<file path="config.mk">
export PLATFORM = sky130hd
export DESIGN_NAME = iocrs_io_block
export DESIGN_NICKNAME = d
export VERILOG_FILES = /design/src/iocrs_pkg.sv /design/src/iocrs_ctl_if.sv /design/src/iocrs_clk_sel.sv /design/src/iocrs_reg.sv /design/src/iocrs_io_block.sv
export SDC_FILE = /design/constraint.sdc
export NUM_CORES = 1
export LEC_CHECK = 0
export ABC_AREA = 1
export BUFFER_PORTS_ARGS = -buffer_cell sky130_fd_sc_hd__buf_2
export CAP_MARGIN = 10
export CORE_ASPECT_RATIO = 0.9
export CORE_MARGIN = 4
export CORE_UTILIZATION = 51
export DETAILED_ROUTE_END_ITERATION = 8
export PLACE_DENSITY_LB_ADDON = 0.25
export SYNTH_ARGS = -nofsm -noshare
export SYNTH_HDL_FRONTEND = slang
export SYNTH_SLANG_ARGS = --single-unit
</file>
<file path="constraint.sdc">
create_clock -name clock -period 2.45 [get_ports clock]
set_input_delay 0.49 -clock clock [delete_from_list [all_inputs] [get_ports clock]]
set_output_delay 0.49 -clock clock [all_outputs]
set_load 0.02 [all_outputs]
</file>
<file path="src/iocrs_pkg.sv">
// Constants and types shared by the I/O cell register slice.
// Overview of operation
// - Each cell: pin buffer, five storage registers.
// - DDR uses both registers of each pair.
// - Input register has its own clock, enable.
// - Output and OE registers share clock, enable.
// - Shared clears; each register may ignore them.
// - Two input paths, combinational or registered, delayed.
// - Six periphery clock lines serve as sources.
// - Each cell selects its own control sources.
// - Four cells use thirty-two fabric connections.
// - Cell is input, output or bidirectional.
`default_nettype none
package iocrs_pkg;
   localparam int CELLS          = 4;
   localparam int CELL_LINKS     = 8;
   localparam int BLOCK_LINKS    = CELLS * CELL_LINKS;
   localparam int PERIPH_CLKS    = 6;
   localparam int CLK_SRCS       = PERIPH_CLKS + 2;
   localparam int CLK_SEL_W      = 3;
   localparam int CLK_SRC_LOCAL  = 0;
   localparam int CLK_SRC_PERIPH = 1;
   localparam int CLK_SRC_ROWCOL = CLK_SRCS - 1;
   localparam int REGS           = 5;
   localparam int REG_IN         = 0;
   localparam int REG_OUT_HI     = 1;
   localparam int REG_OUT_LO     = 2;
   localparam int REG_OE_HI      = 3;
   localparam int REG_OE_LO      = 4;
   localparam int PATHS          = 2;
   localparam int DLY_DEPTH      = 8;
   localparam int DLY_SEL_W      = 3;
   localparam int MODE_W         = 2;
   localparam logic REG_RST_VAL  = 1'b0;
   localparam logic SEL_LOCAL    = 1'b0;
   localparam logic [MODE_W-1:0] MODE_INPUT  = 2'h0;
   localparam logic [MODE_W-1:0] MODE_OUTPUT = 2'h1;
   localparam logic [MODE_W-1:0] MODE_BIDIR  = 2'h2;
endpackage
`default_nettype wire

</file>
<file path="src/iocrs_ctl_if.sv">
// Control bundle carrying one clock domain's strobes and clears to cell registers.
`timescale 1ns/1ns
`default_nettype none
interface iocrs_ctl_if;
   logic rise;
   logic fall;
   logic ce;
   logic aclr;
   logic sclr;
   logic aclr_val;
   logic sclr_val;
   modport drv      (output rise, output fall, output ce, output aclr, output sclr, output aclr_val,
                     output sclr_val);
   modport reg_side (input rise, input fall, input ce, input aclr, input sclr, input aclr_val,
                     input sclr_val);
endinterface
`default_nettype wire

</file>
<file path="src/iocrs_clk_sel.sv">
// Clock source selector turning a chosen slow clock line into edge enable pulses.
`timescale 1ns/1ns
`default_nettype none
module iocrs_clk_sel (
   input  wire logic                                 clock,
   input  wire logic                                 nrst,
   input  wire logic [iocrs_pkg::CLK_SRCS-1:0]       src,
   input  wire logic [iocrs_pkg::CLK_SEL_W-1:0]      sel,
   output logic                                      level,
   output logic                                      rise,
   output logic                                      fall
);
   logic prev_r;
   logic prev_nxt;

   always_comb begin
      level    = src[sel];
      rise     = level & ~prev_r;
      fall     = ~level & prev_r;
      prev_nxt = level;
   end

   always_ff @(posedge clock or negedge nrst) begin
      if (!nrst) begin
         prev_r <= 1'b0;
      end else begin
         prev_r <= prev_nxt;
      end
   end
endmodule // iocrs_clk_sel
`default_nettype wire

</file>
<file path="src/iocrs_reg.sv">
// One cell storage register with shared clears and per-register ignore options.
`timescale 1ns/1ns
`default_nettype none
module iocrs_reg #(
   parameter bit FALL_EDGE = 1'b0
) (
   input  wire logic         clock,
   input  wire logic         nrst,
   iocrs_ctl_if.reg_side     ctl,
   input  wire logic         d,
   input  wire logic         ign_aclr,
   input  wire logic         ign_sclr,
   output logic              q
);
   logic q_r;
   logic q_nxt;
   logic load;
   logic aclr_on;
   logic sclr_on;

   always_comb begin
      load    = FALL_EDGE ? ctl.fall : ctl.rise;
      aclr_on = ctl.aclr & ~ign_aclr;
      sclr_on = ctl.sclr & ~ign_sclr;
      q_nxt   = q_r;
      if (aclr_on) begin
         q_nxt = ctl.aclr_val;
      end else if (load && ctl.ce) begin
         q_nxt = sclr_on ? ctl.sclr_val : d;
      end
      q = aclr_on ? ctl.aclr_val : q_r;
   end

   always_ff @(posedge clock or negedge nrst) begin
      if (!nrst) begin
         q_r <= iocrs_pkg::REG_RST_VAL;
      end else begin
         q_r <= q_nxt;
      end
   end
endmodule // iocrs_reg
`default_nettype wire

</file>
<file path="src/iocrs_io_block.sv">
// Row I/O block of four I/O cells, each with its register slice and pin buffer controls.
`timescale 1ns/1ns
`default_nettype none
module iocrs_io_block (
   input  wire logic                                                           clock,
   input  wire logic                                                           nrst,
   input  wire logic [iocrs_pkg::CELLS-1:0]                                    fabric_data_hi,
   input  wire logic [iocrs_pkg::CELLS-1:0]                                    fabric_data_lo,
   input  wire logic [iocrs_pkg::CELLS-1:0]                                    fabric_oe,
   input  wire logic [iocrs_pkg::CELLS-1:0]                                    fabric_ce_in,
   input  wire logic [iocrs_pkg::CELLS-1:0]                                    fabric_ce_out,
   input  wire logic [iocrs_pkg::CELLS-1:0]                                    fabric_aclr,
   input  wire logic [iocrs_pkg::CELLS-1:0]                                    fabric_sclr,
   input  wire logic [iocrs_pkg::CELLS-1:0]                                    fabric_clk,
   input  wire logic                                                           rowcol_oe,
   input  wire logic                                                           rowcol_ce_in,
   input  wire logic                                                           rowcol_ce_out,
   input  wire logic                                                           rowcol_aclr,
   input  wire logic                                                           rowcol_sclr,
   input  wire logic                                                           rowcol_clk,
   input  wire logic [iocrs_pkg::PERIPH_CLKS-1:0]                              periph_clk,
   input  wire logic [iocrs_pkg::CELLS-1:0]                                    pin_in,
   output logic      [iocrs_pkg::CELLS-1:0]                                    pin_out,
   output logic      [iocrs_pkg::CELLS-1:0]                                    pin_oe,
   output logic      [iocrs_pkg::CELLS-1:0]                                    fabric_datain_a,
   output logic      [iocrs_pkg::CELLS-1:0]                                    fabric_datain_b,
   input  wire logic [iocrs_pkg::CELLS-1:0][iocrs_pkg::MODE_W-1:0]             cfg_mode,
   input  wire logic [iocrs_pkg::CELLS-1:0]                                    cfg_ddr,
   input  wire logic [iocrs_pkg::CELLS-1:0]                                    cfg_oe_sel,
   input  wire logic [iocrs_pkg::CELLS-1:0]                                    cfg_ce_in_sel,
   input  wire logic [iocrs_pkg::CELLS-1:0]                                    cfg_ce_out_sel,
   input  wire logic [iocrs_pkg::CELLS-1:0]                                    cfg_aclr_sel,
   input  wire logic [iocrs_pkg::CELLS-1:0]                                    cfg_sclr_sel,
   input  wire logic [iocrs_pkg::CELLS-1:0][iocrs_pkg::CLK_SEL_W-1:0]          cfg_clk_in_sel,
   input  wire logic [iocrs_pkg::CELLS-1:0][iocrs_pkg::CLK_SEL_W-1:0]          cfg_clk_out_sel,
   input  wire logic [iocrs_pkg::CELLS-1:0]                                    cfg_aclr_preset,
   input  wire logic [iocrs_pkg::CELLS-1:0]                                    cfg_sclr_preset,
   input  wire logic [iocrs_pkg::CELLS-1:0][iocrs_pkg::REGS-1:0]               cfg_ign_aclr,
   input  wire logic [iocrs_pkg::CELLS-1:0][iocrs_pkg::REGS-1:0]               cfg_ign_sclr,
   input  wire logic [iocrs_pkg::CELLS-1:0]                                    cfg_out_reg,
   input  wire logic [iocrs_pkg::CELLS-1:0][iocrs_pkg::PATHS-1:0]              cfg_path_reg,
   input  wire logic [iocrs_pkg::CELLS-1:0][iocrs_pkg::PATHS-1:0][iocrs_pkg::DLY_SEL_W-1:0] cfg_dly
);
   genvar c;
   genvar p;

   // Each cell takes its own share of the thirty-two fabric lines of the block.
   generate
      for (c = 0; c < iocrs_pkg::CELLS; c++) begin : g_cell
         iocrs_ctl_if in_ctl ();
         iocrs_ctl_if out_ctl ();
         logic [iocrs_pkg::CLK_SRCS-1:0] clk_src;
         logic                           in_level;
         logic                           in_rise;
         logic                           in_fall;
         logic                           out_level;
         logic                           out_rise;
         logic                           out_fall;
         logic                           oe_src;
         logic                           ce_in_src;
         logic                           ce_out_src;
         logic                           aclr_src;
         logic                           sclr_src;
         logic [iocrs_pkg::REGS-1:0]     q;
         logic                           drive_val;
         logic                           drive_en;

         // Clock candidates: local cluster routing, six periphery lines, row and column routing.
         always_comb begin
            clk_src                                 = '0;
            clk_src[iocrs_pkg::CLK_SRC_LOCAL]       = fabric_clk[c];
            clk_src[iocrs_pkg::CLK_SRC_PERIPH +: iocrs_pkg::PERIPH_CLKS] = periph_clk;
            clk_src[iocrs_pkg::CLK_SRC_ROWCOL]      = rowcol_clk;
         end

         // Per-cell control source choice between local cluster and row or column routing.
         always_comb begin
            oe_src     = (cfg_oe_sel[c] == iocrs_pkg::SEL_LOCAL) ? fabric_oe[c] : rowcol_oe;
            ce_in_src  = (cfg_ce_in_sel[c] == iocrs_pkg::SEL_LOCAL) ? fabric_ce_in[c] : rowcol_ce_in;
            ce_out_src = (cfg_ce_out_sel[c] == iocrs_pkg::SEL_LOCAL) ? fabric_ce_out[c] : rowcol_ce_out;
            aclr_src   = (cfg_aclr_sel[c] == iocrs_pkg::SEL_LOCAL) ? fabric_aclr[c] : rowcol_aclr;
            sclr_src   = (cfg_sclr_sel[c] == iocrs_pkg::SEL_LOCAL) ? fabric_sclr[c] : rowcol_sclr;
         end

         iocrs_clk_sel u_in_clk (
            .clock (clock),
            .nrst  (nrst),
            .src   (clk_src),
            .sel   (cfg_clk_in_sel[c]),
            .level (in_level),
            .rise  (in_rise),
            .fall  (in_fall)
         );

         iocrs_clk_sel u_out_clk (
            .clock (clock),
            .nrst  (nrst),
            .src   (clk_src),
            .sel   (cfg_clk_out_sel[c]),
            .level (out_level),
            .rise  (out_rise),
            .fall  (out_fall)
         );

         // Input domain has its own clock and enable; output and OE share one clock and one enable; all share the clears.
         always_comb begin
            in_ctl.rise      = in_rise;
            in_ctl.fall      = in_fall;
            in_ctl.ce        = ce_in_src;
            in_ctl.aclr      = aclr_src;
            in_ctl.sclr      = sclr_src;
            in_ctl.aclr_val  = cfg_aclr_preset[c];
            in_ctl.sclr_val  = cfg_sclr_preset[c];
            out_ctl.rise     = out_rise;
            out_ctl.fall     = out_fall;
            out_ctl.ce       = ce_out_src;
            out_ctl.aclr     = aclr_src;
            out_ctl.sclr     = sclr_src;
            out_ctl.aclr_val = cfg_aclr_preset[c];
            out_ctl.sclr_val = cfg_sclr_preset[c];
         end

         // The five storage registers of the cell.
         iocrs_reg #(.FALL_EDGE(1'b0)) u_in_reg (
            .clock    (clock),
            .nrst     (nrst),
            .ctl      (in_ctl),
            .d        (pin_in[c]),
            .ign_aclr (cfg_ign_aclr[c][iocrs_pkg::REG_IN]),
            .ign_sclr (cfg_ign_sclr[c][iocrs_pkg::REG_IN]),
            .q        (q[iocrs_pkg::REG_IN])
         );

         iocrs_reg #(.FALL_EDGE(1'b0)) u_out_hi (
            .clock    (clock),
            .nrst     (nrst),
            .ctl      (out_ctl),
            .d        (fabric_data_hi[c]),
            .ign_aclr (cfg_ign_aclr[c][iocrs_pkg::REG_OUT_HI]),
            .ign_sclr (cfg_ign_sclr[c][iocrs_pkg::REG_OUT_HI]),
            .q        (q[iocrs_pkg::REG_OUT_HI])
         );

         iocrs_reg #(.FALL_EDGE(1'b1)) u_out_lo (
            .clock    (clock),
            .nrst     (nrst),
            .ctl      (out_ctl),
            .d        (fabric_data_lo[c]),
            .ign_aclr (cfg_ign_aclr[c][iocrs_pkg::REG_OUT_LO]),
            .ign_sclr (cfg_ign_sclr[c][iocrs_pkg::REG_OUT_LO]),
            .q        (q[iocrs_pkg::REG_OUT_LO])
         );

         iocrs_reg #(.FALL_EDGE(1'b0)) u_oe_hi (
            .clock    (clock),
            .nrst     (nrst),
            .ctl      (out_ctl),
            .d        (oe_src),
            .ign_aclr (cfg_ign_aclr[c][iocrs_pkg::REG_OE_HI]),
            .ign_sclr (cfg_ign_sclr[c][iocrs_pkg::REG_OE_HI]),
            .q        (q[iocrs_pkg::REG_OE_HI])
         );

         iocrs_reg #(.FALL_EDGE(1'b1)) u_oe_lo (
            .clock    (clock),
            .nrst     (nrst),
            .ctl      (out_ctl),
            .d        (oe_src),
            .ign_aclr (cfg_ign_aclr[c][iocrs_pkg::REG_OE_LO]),
            .ign_sclr (cfg_ign_sclr[c][iocrs_pkg::REG_OE_LO]),
            .q        (q[iocrs_pkg::REG_OE_LO])
         );

         // Pin driver: DDR picks the high register while the output clock is high.
         always_comb begin
            if (!cfg_out_reg[c]) begin
               drive_val = fabric_data_hi[c];
               drive_en  = oe_src;
            end else if (cfg_ddr[c] && !out_level) begin
               drive_val = q[iocrs_pkg::REG_OUT_LO];
               drive_en  = q[iocrs_pkg::REG_OE_LO];
            end else begin
               drive_val = q[iocrs_pkg::REG_OUT_HI];
               drive_en  = q[iocrs_pkg::REG_OE_HI];
            end
            case (cfg_mode[c])
               iocrs_pkg::MODE_INPUT: begin
                  pin_oe[c] = 1'b0;
               end
               iocrs_pkg::MODE_OUTPUT: begin
                  pin_oe[c] = 1'b1;
               end
               iocrs_pkg::MODE_BIDIR: begin
                  pin_oe[c] = drive_en;
               end
               default: begin
                  pin_oe[c] = 1'b0;
               end
            endcase
            pin_out[c] = (cfg_mode[c] == iocrs_pkg::MODE_INPUT) ? 1'b0 : drive_val;
         end

         // Two input paths into the fabric, each with its own delay chain.
         for (p = 0; p < iocrs_pkg::PATHS; p++) begin : g_path
            logic [iocrs_pkg::DLY_DEPTH-1:0] dly_r;
            logic [iocrs_pkg::DLY_DEPTH-1:0] dly_nxt;
            logic                            path_src;
            logic                            path_out;

            always_comb begin
               path_src = cfg_path_reg[c][p] ? q[iocrs_pkg::REG_IN] : pin_in[c];
               dly_nxt  = {dly_r[iocrs_pkg::DLY_DEPTH-2:0], path_src};
               path_out = (cfg_dly[c][p] == '0) ? path_src : dly_r[cfg_dly[c][p] - 1'b1];
            end

            always_ff @(posedge clock or negedge nrst) begin
               if (!nrst) begin
                  dly_r <= '0;
                  // Shift register models the programmable delay taps.
               end else begin
                  dly_r <= dly_nxt;
               end
            end

            if (p == 0) begin : g_a
               assign fabric_datain_a[c] = path_out;
            end else begin : g_b
               assign fabric_datain_b[c] = path_out;
            end
         end
      end
   endgenerate
endmodule // iocrs_io_block
`default_nettype wire

</file>
==> run metrics <==
Synth Instances 771; measured slew at the worst slew-check pin 0.418 ns; Setup TNS 0 ns; post-synthesis net count 989; Syn Area/Cell 7.57 um^2; share of layout cells above drive strength 1 0.287; Synth Area in XOR/XNOR 0.0120; family with the most delay on the worst path multiplexers; Power Dens Cells 584 mW/mm^2; mux cell area share after synthesis 0.0184; core region area 0.0110 mm^2; Multi-input gate area 0.00305 mm^2; Area contributors post-synth dfrtp_1 39%, nand2_1 11%, inv_1 7.4%; Initial Utilization 0.531; RePlAce Congestion 0.911; internal power 2.94 mW; Worst EP arrival 1.87 ns; Hold Fails Final Rpt 0; clock slew seen by the registers of the worst setup and hold paths 0.07 ns; vias per std cell 5.08; Die Y 109 um; hold slack 0.0536 ns; Synth Area in Simple Gates 0.252; clock network power share 0.315; crit-path cells clkbuf_4 -> inv_4 -> ha_4 -> inv_1 -> o21ai_0 -> o22ai_1 -> mux2_2 -> mux2_2 -> buf_2; FMAX 425 MHz; min Tclk post-route 2.36 ns; # rows 36; GRT overflow 0; Max Cap Violations 0; post-synthesis sequential area ratio 0.395; count leader, synth nand2_1; global-route wire length before repair 25200 um; Worst path max stage delay 0.26 ns; Net Switching 1.36 mW; Die W 121 um; H-tree levels 3; skew final 0.00496 ns; Slew HR 0.719; gr usage total 0.241; Slew Limit Fails 0; post-synthesis compound-gate area fraction 0.172; initial antenna violation count 0; violation count after the first detailed-route iteration 359; Final HPWL DP 12800 um; worst vdd ir 0.328 mV; CP Capture Type primary output; Crit Path Class in -> out; nets@finish 1199; largest net degree at the start of global routing 44; post-synth top area share 0.395; DRT antenna net count 0; Worst-Skew Late Latency 0.34 ns; CP Buf/Inv Count 4; CTS sink count 92; CTS root buf clkbuf_16; CTS buffer count 9; via count 5782; CTS tree yes; critical path fanouts, max 6; Top Ports 206; status finished, final reports clean; CP Launch Type input port; Clock Path Buffers 2; Top cell by count, worst path mux2_2; Final Util 0.670; sw frac 0.317; final wirelength 15800 um; Netlist cell types 38; Setup Viol. Count Final 0; area leader, netlist dfrtp_1; Comb power frac 0.254; Sequential Power Share 0.431; largest family of logic cells by synthesized area simple AND/OR/NAND/NOR gates; CP max-delay cell ha_4; post-CTS repair timing setup buffer count 0; ys async rst share 1.00; vias in the first global route 5439; Remaining DRCs 0; Post-synth EDFFs 0; Syn. warnings 0; Seq cells post-synth 92; # port buffers 205; RSZ-0062 raised after global routing false; total die area 0.0132 mm^2; Leak 3.94 nW; Synth top cells by count 168 x nand2_1, 115 x inv_1, 92 x dfrtp_1; Pre-Repair DR Iteration Count 7; fin crit share 0.962; cell area after synthesis 0.00583 mm^2; Hold/Removal Path Class in -> async; main flop type after synthesis dfrtp_1; CP required 1.96 ns; fillcell total 1016; storage element area 0.00230 mm^2; Area Growth Syn to Fin 26.3%; Synth Area in Adders 0.0601; Routed wire per std cell 13.9 um
==> cell usage in the layout, fill, tap and decap left out, drive strengths merged, types with 4 or more instances in the layout <==
cell type  count
o21ai         68
a21o           4
ha            28
inv          128
clkbuf        11
or2           15
nand3         70
buf          206
xnor2          7
o211ai        27
o22ai          6
a31oi          4
nand4          6
mux2           6
nor2          66
a21oi         35
dfrtp         92
o221ai         4
nand2        177
o21a           4
mux2i          4
==> per-layer routing <==
metal  wire [um]  vias to the layer above  GRT usage
met2        7460                      210      0.402
met4         403                        0     0.0890
li1            -                     2972          -
met1        6890                     2576      0.313
met5           0                        -          0
met3        1060                       24     0.0489
==> what timing repair did <==
item                       4_1_cts  5_1_grt
resized for setup                0        8
setup endpoints to repair        0        5
hold buffers                     0        0
==> worst paths after layout <==
kind                                              startpoint                      endpoint  slack, ns  cells past startpoint
worst min register to register  g_cell[2].g_path[0].dly_r[4]  g_cell[2].g_path[0].dly_r[5]       0.37                      0
worst max-delay path                              cfg_dly[6]            fabric_datain_a[1]       0.09                      9
worst min-delay path                                    nrst  g_cell[3].g_path[0].dly_r[5]       0.05                      1
worst max register to register    g_cell[0].u_out_clk.prev_r         g_cell[0].u_oe_lo.q_r       1.51                      4
min in group clock                           cfg_path_reg[5]  g_cell[2].g_path[1].dly_r[0]       0.36                      2
max in group asynchronous                               nrst        g_cell[0].u_in_reg.q_r       1.74                      2
==> power by group through the flow <==
stage | logic (mW) | registers [mW] | clock network (mW)
after global routing | 1.24 | 1.88 | 1.45
after global placement | 1.05 | 1.87 | 0
final | 1.09 | 1.85 | 1.36
after CTS | 1.08 | 1.85 | 1.39
after detailed placement | 1.07 | 1.88 | 0
after floorplan | 0.706 | 1.84 | 0
==> per-stage QoR <==
| step | power [mW] | worst slack (ns) | cells | area (um^2) |
|---|---|---|---|---|
| after floorplan | 2.55 | 0.328 | 771 | 5830 |
| after global placement | 2.93 | 0.130 | 1122 | 7020 |
| after detailed placement | 2.95 | 0.0533 | 1122 | 7020 |
| after CTS | 4.33 | 0.0304 | 1138 | 7310 |
| after global routing | 4.57 | 0.00989 | 1138 | 7360 |
| final | 4.30 | 0.0943 | 1139 | 7360 |
==> sequential cells by signal (all words and copies together) (netlist names) <==
| name | count |
|---|---|
| g_cell.u_out_lo.q_r | 4 |
| g_cell.u_oe_lo.q_r | 4 |
| g_cell.u_in_reg.q_r | 4 |
| g_cell.u_in_clk.prev_r | 4 |
| g_cell.g_path.dly_r | 64 |
| g_cell.u_out_hi.q_r | 4 |
| g_cell.u_oe_hi.q_r | 4 |
| g_cell.u_out_clk.prev_r | 4 |
==> cell families (layout without fill, tap and decap cells) <==
group	after synthesis	after routing
DFF	92	92
AOI/OAI and AO/OA	163	163
buffers and inverters	132	347
xor gates and xnor gates	8	8
other	0	1
and+or+nand+nor	338	338
muxes	10	10
adders and majority gates	28	28
==> layout make-up <==
type	instances	area share
clock buffers	10	0.0324
inverters	124	0.0635
well taps	152	0.0258
flip-flops and latches	92	0.313
diodes	1	0.000340
multi-input cells	547	0.414
repair buffers	207	0.144
clock inverters	6	0.00731
(Power assumes the default switching activity.)
